`config.mk`:
```
export PLATFORM = sky130hd
export DESIGN_NAME = fccu_top
export DESIGN_NICKNAME = d
export VERILOG_FILES = /design/src/logic/fccu_pkg.sv /design/src/logic/fccu_clear.sv /design/src/logic/fccu_compare.sv /design/src/logic/fccu_top.sv
export SDC_FILE = /design/constraint.sdc
export NUM_CORES = 1
export LEC_CHECK = 0
export BUFFER_PORTS_ARGS = -buffer_cell sky130_fd_sc_hd__buf_2
export CAP_MARGIN = 20
export CORE_AREA = 8 8 311 313
export CTS_CLUSTER_DIAMETER = 30
export DETAILED_ROUTE_END_ITERATION = 6
export DIE_AREA = 0 0 319 321
export PLACE_DENSITY = 0.4
export SKIP_LAST_GASP = 1
export SYNTH_ARGS = -nofsm -noshare
export SYNTH_HDL_FRONTEND = slang
export SYNTH_SLANG_ARGS = --single-unit
```
`constraint.sdc`:
```
create_clock -name pclk -period 5.75 [get_ports pclk]
set_clock_uncertainty 0.05 [all_clocks]
set_input_delay 0.575 -clock pclk [delete_from_list [all_inputs] [get_ports pclk]]
set_output_delay 0.575 -clock pclk [all_outputs]
set_load 0.03 [all_outputs]
```
`src/logic/fccu_pkg.sv`:
```
// Shared constants, field layouts and decode helpers of the field clear / compare unit
package fccu_pkg;

  // Instruction word field positions
  localparam int unsigned DST_LSB      = 23;
  localparam int unsigned SECOND_OPERAND_LSB     = 18;
  localparam int unsigned FIRST_OPERAND_LSB     = 13;
  localparam int unsigned CSTB_LSB     = 8;
  localparam int unsigned OPF_LSB      = 5;
  localparam int unsigned CLR_PAT_LSB  = 2;
  localparam int unsigned FIELD_W      = 5;
  localparam int unsigned OPF_W        = 7;
  localparam int unsigned CLR_PAT_W    = 6;

  // Fixed pattern of the constant-form field clear
  localparam logic [CLR_PAT_W-1:0] CLR_PATTERN = 6'h32;

  // Fixed tail of a logic-unit compare word
  localparam int unsigned CMP_TAIL_LSB = 2;
  localparam int unsigned CMP_TAIL_W   = 3;
  localparam logic [2:0]  CMP_TAIL     = 3'h6;

  // Register-form bound positions inside the first operand
  localparam int unsigned HI_BOUND_LSB = 0;
  localparam int unsigned LO_BOUND_LSB = 5;

  // Compare opfield groups (upper five bits) and operand forms (low two bits)
  localparam logic [4:0] OPF_EQ_GRP    = 5'h14;
  localparam logic [4:0] OPF_GT_GRP    = 5'h11;
  localparam logic [4:0] OPF_GTU_GRP   = 5'h13;
  localparam logic [1:0] FORM_WORD     = 2'h3;
  localparam logic [1:0] FORM_CST_WORD = 2'h2;
  localparam logic [1:0] FORM_WORD_LNG = 2'h1;
  localparam logic [1:0] FORM_CST_LNG  = 2'h0;

  localparam int unsigned WORD_W = 32;
  localparam int unsigned LONG_W = 40;

  // Branch delay slots
  localparam logic [2:0] DELAY_SLOTS = 3'h5;

  // APB register byte offsets
  localparam logic [7:0] CTRL_OFS   = 8'h00;
  localparam logic [7:0] STATUS_OFS = 8'h04;
  localparam logic [7:0] FETCH_OFS  = 8'h08;
  localparam logic [7:0] BRCNT_OFS  = 8'h0C;

  // Control register layout and reset value
  localparam int unsigned CTRL_EN_BIT = 0;
  localparam logic [31:0] CTRL_RESET  = 32'h0000_0001;

  // Status register layout
  localparam int unsigned ST_NONMASKABLE_IRQ_ENABLE_BIT_BIT  = 0;
  localparam int unsigned ST_BLOCK_BIT = 1;
  localparam int unsigned ST_SLOT_LSB  = 4;

  typedef enum logic [1:0] {
    FCCU_CMP_EQ,
    FCCU_CMP_GT,
    FCCU_CMP_GTU,
    FCCU_CMP_NONE
  } fccu_cmp_type;

  // Destination register index of an instruction word
  function automatic logic [FIELD_W-1:0] fccu_dst(input logic [31:0] w);
    fccu_dst = w[DST_LSB +: FIELD_W];
  endfunction : fccu_dst

endpackage : fccu_pkg

```
`src/logic/fccu_clear.sv`:
```
// Bit-field clear datapath of one shift unit
module fccu_clear
  import fccu_pkg::*;
(
  input  wire logic [31:0] instr,
  input  wire logic        reg_form,
  input  wire logic [31:0] first_operand,
  input  wire logic [31:0] second_operand,
  output logic             legal,
  output logic [31:0]      result
);

  logic [FIELD_W-1:0] lo_bound;
  logic [FIELD_W-1:0] hi_bound;
  logic [31:0]        keep;

  // Bound selection: register operand or instruction constants
  always_comb
  begin
    if (reg_form)
    begin
      hi_bound = first_operand[HI_BOUND_LSB +: FIELD_W]; // [RULE8]
      lo_bound = first_operand[LO_BOUND_LSB +: FIELD_W]; // [RULE8]
      legal    = 1'b1;
    end
    else
    begin
      hi_bound = instr[CSTB_LSB +: FIELD_W]; // [RULE10]
      lo_bound = instr[FIRST_OPERAND_LSB +: FIELD_W]; // [RULE10]
      legal    = (instr[CLR_PAT_LSB +: CLR_PAT_W] == CLR_PATTERN); // [RULE10]
    end
  end

  // Per-bit keep mask, bit 0 is the LSB
  for (genvar i = 0; i < WORD_W; i++)
  begin : g_mask
    assign keep[i] = !((5'(i) >= lo_bound) && (5'(i) <= hi_bound)); // [RULE7]
  end

  assign result = second_operand & keep; // [RULE7]

endmodule : fccu_clear

```
`src/logic/fccu_compare.sv`:
```
// Equality / signed / unsigned greater-than compare of one logic unit
module fccu_compare
  import fccu_pkg::*;
(
  input  wire logic [31:0] instr,
  input  wire logic [31:0] first_operand,
  input  wire logic [31:0] second_operand,
  input  wire logic [39:0] long_operand,
  output logic             legal,
  output logic [31:0]      result
);

  logic [OPF_W-1:0]  opf;
  logic [1:0]        form;
  fccu_cmp_type      kind;
  logic [LONG_W-1:0] a;
  logic [LONG_W-1:0] b;
  logic [FIELD_W-1:0] cst;
  logic              hit;

  assign opf  = instr[OPF_LSB +: OPF_W];
  assign form = opf[1:0];
  assign cst  = instr[FIRST_OPERAND_LSB +: FIELD_W];

  // Opfield group decode
  always_comb
  begin
    case (opf[6:2])
      OPF_EQ_GRP:  kind = FCCU_CMP_EQ;  // [RULE13]
      OPF_GT_GRP:  kind = FCCU_CMP_GT;  // [RULE15]
      OPF_GTU_GRP: kind = FCCU_CMP_GTU; // [RULE18]
      default:     kind = FCCU_CMP_NONE;
    endcase
  end

  // Operand forming: constant only first, long only second
  always_comb
  begin
    a = (kind == FCCU_CMP_GTU) ? {8'h00, first_operand} : {{8{first_operand[31]}}, first_operand};
    b = (kind == FCCU_CMP_GTU) ? {8'h00, second_operand}
                               : {{8{second_operand[31]}}, second_operand};
    if (form == FORM_CST_WORD || form == FORM_CST_LNG)
    begin
      if (kind == FCCU_CMP_GTU)
        a = {36'h0_0000_0000, cst[3:0]}; // [RULE19]
      else
        a = {{35{cst[4]}}, cst}; // [RULE16]
    end
    if (form == FORM_WORD_LNG || form == FORM_CST_LNG)
      b = long_operand; // [RULE21]
  end

  // Compare at full long width
  always_comb
  begin
    case (kind)
      FCCU_CMP_EQ:  hit = (a == b);                   // [RULE12]
      FCCU_CMP_GT:  hit = ($signed(a) > $signed(b));  // [RULE14]
      FCCU_CMP_GTU: hit = (a > b);                    // [RULE17]
      default:      hit = 1'b0;
    endcase
  end

  assign legal  = (kind != FCCU_CMP_NONE) && (instr[CMP_TAIL_LSB +: CMP_TAIL_W] == CMP_TAIL);
  assign result = {31'h0000_0000, hit}; // [RULE23]

endmodule : fccu_compare

```
`src/logic/fccu_top.sv`:
```
// Field clear, compare and NMI-return branch execute slice with APB status registers
//
// What this block does
// RULE1: Taken return loads pointer, sets NMI enable.
// RULE2: Return branch only on second shift unit.
// RULE3: Never two taken branches per packet.
// RULE4: Displacement plus return branch, one taken.
// RULE5: Block interrupts during all branch delay slots.
// RULE6: Return branch has five delay slots.
// RULE7: Clear bits low bound through high bound.
// RULE8: Register bounds: high 4..0, low 9..5.
// RULE9: Upper 22 bound bits kept zero.
// RULE10: Decode constant-form clear instruction fields.
// RULE11: Clear and compares write in first stage.
// RULE12: Equality compare writes one or zero.
// RULE13: Equality opfield selects operand forms.
// RULE14: Signed greater-than writes one or zero.
// RULE15: Signed greater-than opfield selects forms.
// RULE16: Constant first only, cross path second.
// RULE17: Unsigned greater-than writes one or zero.
// RULE18: Unsigned greater-than opfield selects forms.
// RULE19: Unsigned constant top bit kept zero.
// RULE20: Compares on logic, clear on shift units.
// RULE21: Long operand compared at forty bits.
// RULE22: False predicate performs no update.
// RULE23: Compare result bit zero, rest cleared.
//
// Register access over APB and the address map were decided locally.
module fccu_top
  import fccu_pkg::*;
(
  input  wire logic             pclk,
  input  wire logic             presetn,
  input  wire logic             ce,
  // APB slave
  input  wire logic             psel,
  input  wire logic             penable,
  input  wire logic             pwrite,
  input  wire logic [7:0]       paddr,
  input  wire logic [31:0]      pwdata,
  output logic      [31:0]      prdata,
  output logic                  pready,
  output logic                  pslverr,
  // Shift units: field clear
  input  wire logic [1:0]       s_valid,
  input  wire logic [1:0]       s_pred,
  input  wire logic [1:0]       s_reg_form,
  input  wire logic [1:0][31:0] s_instr,
  input  wire logic [1:0][31:0] s_first_operand,
  input  wire logic [1:0][31:0] s_second_operand,
  output logic      [1:0]       s_wr_en,
  output logic      [1:0][4:0]  s_wr_addr,
  output logic      [1:0][31:0] s_wr_data,
  // Logic units: compares
  input  wire logic [1:0]       l_valid,
  input  wire logic [1:0]       l_pred,
  input  wire logic [1:0][31:0] l_instr,
  input  wire logic [1:0][31:0] l_first_operand,
  input  wire logic [1:0][31:0] l_second_operand,
  input  wire logic [1:0][39:0] l_long_operand,
  output logic      [1:0]       l_wr_en,
  output logic      [1:0][4:0]  l_wr_addr,
  output logic      [1:0][31:0] l_wr_data,
  // NMI return branch on the second shift unit
  input  wire logic             nrp_branch_valid,
  input  wire logic             nrp_branch_pred,
  input  wire logic [31:0]      nmi_return_pointer,
  // Displacement branch of the same packet
  input  wire logic             disp_branch_valid,
  input  wire logic             disp_branch_pred,
  input  wire logic [31:0]      disp_branch_target,
  // Interrupt controller clears the enable on NMI entry
  input  wire logic             nmi_accept,
  output logic      [31:0]      program_fetch_counter,
  output logic                  fetch_load,
  output logic                  nonmaskable_irq_enable_bit,
  output logic                  irq_block,
  output logic                  target_start
);

  // Unit result wires
  logic [1:0]       clr_legal;
  logic [1:0][31:0] clr_result;
  logic [1:0]       cmp_legal;
  logic [1:0][31:0] cmp_result;

  // Writeback state
  logic [1:0]       s_wr_en_q,   s_wr_en_d;
  logic [1:0][4:0]  s_wr_addr_q, s_wr_addr_d;
  logic [1:0][31:0] s_wr_data_q, s_wr_data_d;
  logic [1:0]       l_wr_en_q,   l_wr_en_d;
  logic [1:0][4:0]  l_wr_addr_q, l_wr_addr_d;
  logic [1:0][31:0] l_wr_data_q, l_wr_data_d;

  // Branch state
  logic [31:0] pfc_q,     pfc_d;
  logic        load_q,    load_d;
  logic        nonmaskable_irq_enable_bit_q,    nonmaskable_irq_enable_bit_d;
  logic [2:0]  slot_q,    slot_d;
  logic        taken_q,   taken_d;
  logic        block_q,   block_d;
  logic        start_q,   start_d;
  logic [31:0] brcnt_q,   brcnt_d;

  // Register bus state
  logic [31:0] ctrl_q,    ctrl_d;
  logic [31:0] prdata_q,  prdata_d;
  logic        pready_q,  pready_d;
  logic        pslverr_q, pslverr_d;

  logic        unit_en;
  logic        branch_exec;
  logic        nrp_taken;
  logic        disp_taken;

  assign unit_en = ctrl_q[CTRL_EN_BIT];

  // One clear datapath per shift unit, one compare per logic unit
  for (genvar u = 0; u < 2; u++)
  begin : g_unit
    fccu_clear u_clear (
      .instr          (s_instr[u]),
      .reg_form       (s_reg_form[u]),
      .first_operand  (s_first_operand[u]),
      .second_operand (s_second_operand[u]),
      .legal          (clr_legal[u]),
      .result         (clr_result[u])
    );
    fccu_compare u_cmp (
      .instr          (l_instr[u]),
      .first_operand  (l_first_operand[u]),
      .second_operand (l_second_operand[u]),
      .long_operand   (l_long_operand[u]),
      .legal          (cmp_legal[u]),
      .result         (cmp_result[u])
    );
  end

  // Single-cycle writeback, visible the cycle after execute
  always_comb
  begin
    for (int u = 0; u < 2; u++)
    begin
      s_wr_en_d[u]   = unit_en && s_valid[u] && s_pred[u] && clr_legal[u]; // [RULE20] [RULE22]
      s_wr_addr_d[u] = fccu_dst(s_instr[u]);
      s_wr_data_d[u] = clr_result[u]; // [RULE11]
      l_wr_en_d[u]   = unit_en && l_valid[u] && l_pred[u] && cmp_legal[u]; // [RULE20] [RULE22]
      l_wr_addr_d[u] = fccu_dst(l_instr[u]);
      l_wr_data_d[u] = cmp_result[u]; // [RULE11]
    end
  end

  always_ff @(posedge pclk or negedge presetn)
  begin
    if (!presetn)
    begin
      s_wr_en_q   <= '0;
      s_wr_addr_q <= '0;
      s_wr_data_q <= '0;
      l_wr_en_q   <= '0;
      l_wr_addr_q <= '0;
      l_wr_data_q <= '0;
    end
    else if (ce)
    begin
      s_wr_en_q   <= s_wr_en_d;
      s_wr_addr_q <= s_wr_addr_d;
      s_wr_data_q <= s_wr_data_d;
      l_wr_en_q   <= l_wr_en_d;
      l_wr_addr_q <= l_wr_addr_d;
      l_wr_data_q <= l_wr_data_d;
    end
  end

  // Branch execution: fetch redirect, enable bit, delay slots
  always_comb
  begin
    branch_exec = unit_en && (nrp_branch_valid || disp_branch_valid);
    nrp_taken   = unit_en && nrp_branch_valid && nrp_branch_pred; // [RULE2]
    disp_taken  = unit_en && disp_branch_valid && disp_branch_pred;
    pfc_d   = pfc_q;
    load_d  = 1'b0;
    nonmaskable_irq_enable_bit_d  = nonmaskable_irq_enable_bit_q;
    slot_d  = slot_q;
    taken_d = taken_q;
    start_d = 1'b0;
    brcnt_d = brcnt_q;
    if (nmi_accept)
      nonmaskable_irq_enable_bit_d = 1'b0;
    if (slot_q != 3'h0)
    begin
      slot_d = slot_q - 3'h1;
      if (slot_q == 3'h1)
      begin
        start_d = taken_q; // [RULE6]
        taken_d = 1'b0;
      end
    end
    if (branch_exec)
    begin
      slot_d  = DELAY_SLOTS; // [RULE5] [RULE6]
      taken_d = nrp_taken || disp_taken;
      brcnt_d = brcnt_q + 32'h0000_0001;
    end
    // Return branch wins if software breaks the one-taken contract
    if (nrp_taken)
    begin
      pfc_d  = nmi_return_pointer; // [RULE1] [RULE3]
      load_d = 1'b1;
      nonmaskable_irq_enable_bit_d = 1'b1; // [RULE1]
    end
    else if (disp_taken)
    begin
      pfc_d  = disp_branch_target; // [RULE4]
      load_d = 1'b1;
    end
    block_d = (slot_d != 3'h0); // [RULE5]
  end

  always_ff @(posedge pclk or negedge presetn)
  begin
    if (!presetn)
    begin
      pfc_q   <= '0;
      load_q  <= 1'b0;
      nonmaskable_irq_enable_bit_q  <= 1'b0;
      slot_q  <= '0;
      taken_q <= 1'b0;
      block_q <= 1'b0;
      start_q <= 1'b0;
      brcnt_q <= '0;
    end
    else if (ce)
    begin
      pfc_q   <= pfc_d;
      load_q  <= load_d;
      nonmaskable_irq_enable_bit_q  <= nonmaskable_irq_enable_bit_d;
      slot_q  <= slot_d;
      taken_q <= taken_d;
      block_q <= block_d;
      start_q <= start_d;
      brcnt_q <= brcnt_d;
    end
  end

  // APB slave: one wait state, error on unmapped offsets
  always_comb
  begin
    ctrl_d    = ctrl_q;
    prdata_d  = prdata_q;
    pready_d  = 1'b0;
    pslverr_d = 1'b0;
    if (psel && penable && !pready_q)
    begin
      pready_d = 1'b1;
      prdata_d = '0;
      case (paddr)
        CTRL_OFS:   prdata_d = ctrl_q;
        STATUS_OFS:
        begin
          prdata_d[ST_NONMASKABLE_IRQ_ENABLE_BIT_BIT]          = nonmaskable_irq_enable_bit_q;
          prdata_d[ST_BLOCK_BIT]         = block_q;
          prdata_d[ST_SLOT_LSB +: 3]     = slot_q;
        end
        FETCH_OFS:  prdata_d = pfc_q;
        BRCNT_OFS:  prdata_d = brcnt_q;
        default:    pslverr_d = 1'b1;
      endcase
    end
    if (psel && penable && pready_q && pwrite && (paddr == CTRL_OFS))
      ctrl_d = {31'h0000_0000, pwdata[CTRL_EN_BIT]};
  end

  always_ff @(posedge pclk or negedge presetn)
  begin
    if (!presetn)
    begin
      ctrl_q    <= CTRL_RESET;
      prdata_q  <= '0;
      pready_q  <= 1'b0;
      pslverr_q <= 1'b0;
    end
    else if (ce)
    begin
      ctrl_q    <= ctrl_d;
      prdata_q  <= prdata_d;
      pready_q  <= pready_d;
      pslverr_q <= pslverr_d;
    end
  end

  // Outputs straight from flops
  assign s_wr_en                    = s_wr_en_q;
  assign s_wr_addr                  = s_wr_addr_q;
  assign s_wr_data                  = s_wr_data_q;
  assign l_wr_en                    = l_wr_en_q;
  assign l_wr_addr                  = l_wr_addr_q;
  assign l_wr_data                  = l_wr_data_q;
  assign program_fetch_counter      = pfc_q;
  assign fetch_load                 = load_q;
  assign nonmaskable_irq_enable_bit = nonmaskable_irq_enable_bit_q;
  assign irq_block                  = block_q;
  assign target_start               = start_q;
  assign prdata                     = prdata_q;
  assign pready                     = pready_q;
  assign pslverr                    = pslverr_q;

endmodule : fccu_top

```
==> results of run 1 <==
==> stage by stage <==
stage | area (µm²) | std cells | utilization | hold WS (ns) | setup WS [ns]
2_1_floorplan | 13630 | 1572 | - | 0.2294 | 1.894
3_3_place_gp | 17690 | 3273 | 0.1918 | 0.4135 | 1.118
3_5_place_dp | 17690 | 3273 | 0.1918 | 0.4195 | 1.078
4_1_cts | 18270 | 3305 | 0.1982 | 0.02703 | 1.679
5_1_grt | 18280 | 3307 | 0.1982 | 0.03543 | 1.347
6_report | 18300 | 3316 | 0.1985 | 0.01642 | 1.649
==> flip-flops by register name (all words and copies together), names as in the netlist, 2 cells and up <==
name	count
brcnt_q	32
slot_q	3
s_wr_addr	10
s_wr_en	2
l_wr_data	2
l_wr_en	2
l_wr_addr	10
program_fetch_counter	32
s_wr_data	64
prdata	32
==> logic make-up after synthesis <==
| family | after synthesis | share of synthesized area |
|---|---|---|
| buf+inv | 253 | 0.08861 |
| xor+xnor | 32 | 0.02092 |
| simple gates | 348 | 0.1215 |
| flops | 197 | 0.3680 |
| compound gates | 435 | 0.1968 |
| other cells | 1 | 0.0002798 |
| mux | 161 | 0.1255 |
| fa+ha+maj | 84 | 0.07843 |
==> layout make-up <==
class,instances,area (µm²)
fill,10404,73910
multi-input combinational,1122,7531
sequential,197,4931
timing repair buffer,643,3299
tap,1197,1498
inverter,114,427.9
clock buffer,17,425.4
clock inverter,15,160.2
antenna,11,27.53
==> worst max-delay path: stages <==
cell and delay, ns:
buf_2 0.54, mux2i_1 0.16, a21oi_1 0.70, ha_1 0.38
and4_1 0.24, nand4_1 0.19, nor4_2 0.41, nand2_1 0.12
or4_1 0.56, or4_1 0.48, o2111ai_1 0.10
==> metal layers <==
layer | track usage | part of all wire | vias to the layer above
li1 | - | - | 6483
met1 | 0.1406 | 0.41 | 6124
met2 | 0.2060 | 0.48 | 561
met3 | 0.04675 | 0.085 | 92
met4 | 0.04179 | 0.029 | 16
met5 | 0 | 0.0016 | -
==> cell usage in the layout, fill, tap and decap left out, drive strengths merged, types with 19 or more instances in the layout <==
cell	n
nand2	159
o2bb2ai	19
buf	643
mux2i	114
a22oi	32
o21ai	163
inv	120
dfrtp	196
nand4	28
o211ai	20
conb	62
a21oi	121
ha	84
nor2	55
xnor2	24
mux2	46
nand3	41
==> how the worst min path moves through the flow <==
stage	cells after the start	end	startpoint	slack [ns]
after detailed placement	1	s_wr_data[25]	s_wr_data[25]	0.42
after global placement	1	s_wr_data[22]	s_wr_data[22]	0.41
after floorplan	0	brcnt_q[0]	presetn	0.23
after global routing	1	program_fetch_counter[19]	presetn	0.04
final	1	program_fetch_counter[19]	presetn	0.02
after CTS	1	program_fetch_counter[19]	presetn	0.03
==> power groups by stage <==
stage               clock (µW)  sequential [µW]  combinational (µW)
floorplan                    0             1680                 578
global placement             0             1540                1180
detailed placement           0             1540                1180
CTS                       1370             1520                1180
global route              1400             1530                1280
finish                    1290             1520                1170
==> run metrics, run 1 <==
status=finished clean; Synth-to-Final Area Change=36.56%; f_max=243.9 MHz; initial antenna violation count=22; synthesis warning total=0; Post-CTS Setup Repair Bufs=0; Register-to-Register Path Depth=7; Synth Cell Area=0.01340 mm²; row cnt=112; DIE HEIGHT=321 µm; Post-Syn Instances=1511; Tot Pwr=3971 µW; H-tree depth=4; Die Wd=319 µm; Final Hold Viols=0; combinational fraction of design power=0.293; Setup CP Type=in -> reg; CTS Root Buffer Type=clkbuf_16; ys async rst share=1.000; Starting Density=0.1453; flops & latches, synth=197; gr usage total=0.1218; routability cong.=0.9056; Flop pwr share=0.382; CP startpoint kind=primary input; Synth top cells by count=196 x dfrtp_1, 159 x nand2_1, 138 x o21ai_1; r2r setup slk=3.14 ns; crit path capture=l_wr_data[0]; Worst-Margin Slew=0.8729 ns; Power Density=217.0 mW/mm²; P_int=2461 µW; IO Port Bufs=627; Via density=4.004; Post-DP HPWL=53840 µm; nets=2768; count of pins over their slew limit=0; Via Count=13276; post_cts resized=0; largest area contributor in the netlist=dfrtp_1; DRC=0; worst min path class=in -> async; Clk pwr share=0.325; Worst VDD drop=0.2416 mV; TNS Setup=0 ns; WL final=64680 µm; first-pass GRT wire length=93290 µm; clk sinks=197; r2r endpoint=brcnt_q[31]; final setup violation count=0; CTS tree=built; Die ar.=0.1024 mm²; max cap viols=0; CTS clk-pin slew, worst paths=0.09 ns; sw frac=0.3803; area of the core=0.09221 mm²; static leakage=0.009278 µW; Critical Path Source=l_instr[5]; clk buf depth=2; post-synth cell types=67; synth top area cells=dfrtp_1 37%, mux2i_1 8.5%, ha_1 7.8%; Ports=811; vias in the first global route=14011; cts hold-fix bufs=0; DRT Pass-1 Iters=5; sequential element share of the synthesized area=0.3680; Crit path arrival time=4.47 ns; Syn Area/Cell=8.869 µm²; initial DRC count=633; CP Capture Type=register; post-synth top area share=0.3660; Skew-Pair Late Insertion Delay=0.51 ns; most frequent cell after synthesis=dfrtp_1; Overflow after GRT=0; Tmin final=4.101 ns; top_reg_cell synth=dfrtp_1; NetSw=1510 µW; remaining antenna violation count=0; share of cells above drive strength 1=0.3368; reg-to-reg critical path startpoint=ctrl_q[0]; unrepaired setup endpoints after global routing=no; WL per Instance=19.50 µm; largest net degree at the start of global routing=112; CTS Buf Count=17; number of flops mapped to enable cells by yosys=0; slew margin rel.=0.4181; Final Cycle Share=0.7132; peak fanout along the critical path=34; CP Data Required Time=6.12 ns
Note: power is estimated with default switching activity, not from simulation.
==> run 2: changes to the inputs <==
--- a/config.mk
+++ b/config.mk
@@ -5,13 +5,14 @@
 export SDC_FILE = /design/constraint.sdc
 export NUM_CORES = 1
 export LEC_CHECK = 0
+export ABC_AREA = 1
 export BUFFER_PORTS_ARGS = -buffer_cell sky130_fd_sc_hd__buf_2
 export CAP_MARGIN = 20
-export CORE_AREA = 8 8 311 313
+export CORE_AREA = 8 8 309 311
 export CTS_CLUSTER_DIAMETER = 30
 export DETAILED_ROUTE_END_ITERATION = 6
-export DIE_AREA = 0 0 319 321
-export PLACE_DENSITY = 0.4
+export DIE_AREA = 0 0 317 319
+export PLACE_DENSITY = 0.41
 export SKIP_LAST_GASP = 1
 export SYNTH_ARGS = -nofsm -noshare
 export SYNTH_HDL_FRONTEND = slang
==> constraint.sdc (replaced) <==
create_clock -name pclk -period 3.85 [get_ports pclk]
set_clock_uncertainty 0.05 [all_clocks]
set_input_delay 0.385 -clock pclk [delete_from_list [all_inputs] [get_ports pclk]]
set_output_delay 0.385 -clock pclk [all_outputs]
set_load 0.03 [all_outputs]
==> run 2 against run 1 <==
Net effect: flip-flop and latch count unchanged; area after synthesis increased by 4.2%; via count increased by 11%; die area decreased by 1.2%.
==> run metrics, run 2 <==
status=finished clean; Starting Density=0.1540; slew margin rel.=0.4372; Non-Filler Instances=3745; DRC=0; Post-CTS Setup Repair Bufs=0; IO Port Bufs=627; Final Hold Viols=0; CTS tree=built; count of pins over their slew limit=0; cts hold-fix bufs=22; share of cells above drive strength 1=0.2837; ys async rst share=1.000; vias in the first global route=15190; pre-CTS setup slack=0.4783 ns; peak fanout along the critical path=24; CTS Root Buffer Type=clkbuf_16; post-synth top area share=0.3511; CP Data Required Time=4.18 ns; DIE HEIGHT=319 µm; post_cts resized=0; Power Density=309.8 mW/mm²; # fillers=10409; Synth Cell Area=0.01397 mm²; Skew-Pair Late Insertion Delay=0.48 ns; largest area contributor in the netlist=dfrtp_1; CTS clk-pin slew, worst paths=0.09 ns; commonest non-fill, non-tap cell in the layout=buf_2; synth top area cells=dfrtp_1 35%, nand2_1 15%, ha_1 7.5%; post-synth cell types=50; Post-Place Cells=3685; Final Cycle Share=0.7419; row cnt=111; Clk pwr share=0.326; Crit path arrival time=3.19 ns; met2 Use GR=0.2186; unrepaired setup endpoints after global routing=no; NetSw=2198 µW; H-tree depth=4; gr usage total=0.1238; sw frac=0.3709; clk buf depth=2; number of flops mapped to enable cells by yosys=0; initial antenna violation count=14; P_int=3729 µW; Worst-Margin Slew=0.8442 ns; f_max=350.1 MHz; final setup violation count=0; first-pass GRT wire length=95750 µm; Tmin final=2.856 ns; remaining antenna violation count=0; Post-Syn Instances=1924; max FFs per register=64; initial DRC count=890; nets=3213; combinational fraction of design power=0.293; grt met3 use=0.03286; CTS Buf Count=17; clk sinks=197; routing usage on met1=0.1463; most frequent cell after synthesis=nand2_1; area of the core=0.09069 mm²; sequential element share of the synthesized area=0.3530; TNS Setup=0 ns; CP startpoint kind=primary input; Ports=811; Worst VDD drop=0.3424 mV; DRT Pass-1 Iters=5; Via density=3.917; Synth top cells by count=555 x nand2_1, 205 x inv_1, 199 x nor2_1; CP Capture Type=register; synthesis warning total=0; static leakage=0.01058 µW; Synth-to-Final Area Change=36.93%; Die Wd=317 µm; Die ar.=0.1011 mm²; routability cong.=0.8238; gr busiest metal=met2; worst min path class=in -> reg; Overflow after GRT=0; max cap viols=0; top_reg_cell synth=dfrtp_1; Via Count=14670; Tot Pwr=5927 µW; Setup CP Type=in -> reg; Syn Area/Cell=7.261 µm²; final worst slack=0.9938 ns; largest net degree at the start of global routing=103; WL final=65210 µm; WL per Instance=17.41 µm; Flop pwr share=0.380; most frequent cells in the layout=625 x buf_2, 555 x nand2_1, 204 x inv_1, 198 x nor2_1, 196 x dfrtp_1; flops & latches, synth=197; Post-DP HPWL=53770 µm
-- run 2: area by class of cell --
class | instances | area [µm²] | area share
clock buffer | 18 | 439.2 | 0.02296
multi-input combinational | 1445 | 7746 | 0.4050
antenna | 7 | 17.52 | 0.0009158
timing repair buffer | 669 | 3558 | 0.1860
sequential | 197 | 4931 | 0.2578
inverter | 210 | 789.5 | 0.04127
clock inverter | 13 | 162.7 | 0.008503
tap | 1186 | 1484 | 0.07758
-- run 2: final timing paths --
kind	start	end	slack, ns	cells after the start
worst max-delay path	l_instr[42]	l_wr_data[32]	0.99	18
worst min-delay path	s_second_operand[25]	s_wr_data[25]	0.07	3
worst max register to register	ctrl_q[0]	program_fetch_counter[17]	1.31	7
worst min register to register	l_wr_addr[5]	l_wr_addr[5]	0.42	2
max in group asynchronous	presetn	prdata[22]	2.42	3
min in group asynchronous	presetn	program_fetch_counter[14]	0.48	2
-- run 2: stage by stage --
stage | utilization | cell area, µm² | hold WS, ns
finish | 0.2109 | 19130 | 0.07096
global route | 0.2109 | 19130 | 0.04302
CTS | 0.2107 | 19110 | 0.00009293
detailed placement | 0.2017 | 18290 | 0.4026
global placement | 0.2017 | 18290 | 0.4013
floorplan | - | 14200 | 0.03941
-- run 2: routing by layer --
| layer | vias to the layer above | routed length, µm |
|---|---|---|
| li1 | 7414 | - |
| met1 | 6704 | 27190 |
| met2 | 488 | 32200 |
| met3 | 54 | 4554 |
| met4 | 10 | 1208 |
| met5 | - | 58 |
-- run 2: kinds of logic after synthesis --
| group | Yosys count | share of synthesized area |
|---|---|---|
| multiplexers | 65 | 0.04675 |
| AO/OA/AOI/OAI | 283 | 0.1244 |
| XOR/XNOR | 31 | 0.01944 |
| other | 1 | 0.0002684 |
| adder cells (fa/ha/maj) | 84 | 0.07524 |
| buffers and inverters | 343 | 0.1097 |
| AND/OR/NAND/NOR | 920 | 0.2712 |
| flip-flops | 197 | 0.3530 |
-- run 2: worst max-delay path, stage by stage --
cell	delay [ns]
buf_2	0.10
nor2_1	0.09
nand3_1	0.12
nor2_1	0.26
inv_1	0.10
a21oi_2	0.25
buf_4	0.33
nor2_1	0.08
ha_1	0.32
nand4_1	0.14
nor2_1	0.31
nand4_1	0.22
nand2_1	0.10
inv_1	0.04
a21oi_1	0.13
nand2_1	0.07
nand2_1	0.05
nand2_1	0.06
-- run 2: power by group through the flow --
stage	logic, µW	registers [µW]	clock network [µW]
CTS	1760	2250	2050
floorplan	861	2500	0
global route	1950	2270	2080
detailed placement	1740	2290	0
global placement	1740	2290	0
finish	1740	2250	1930
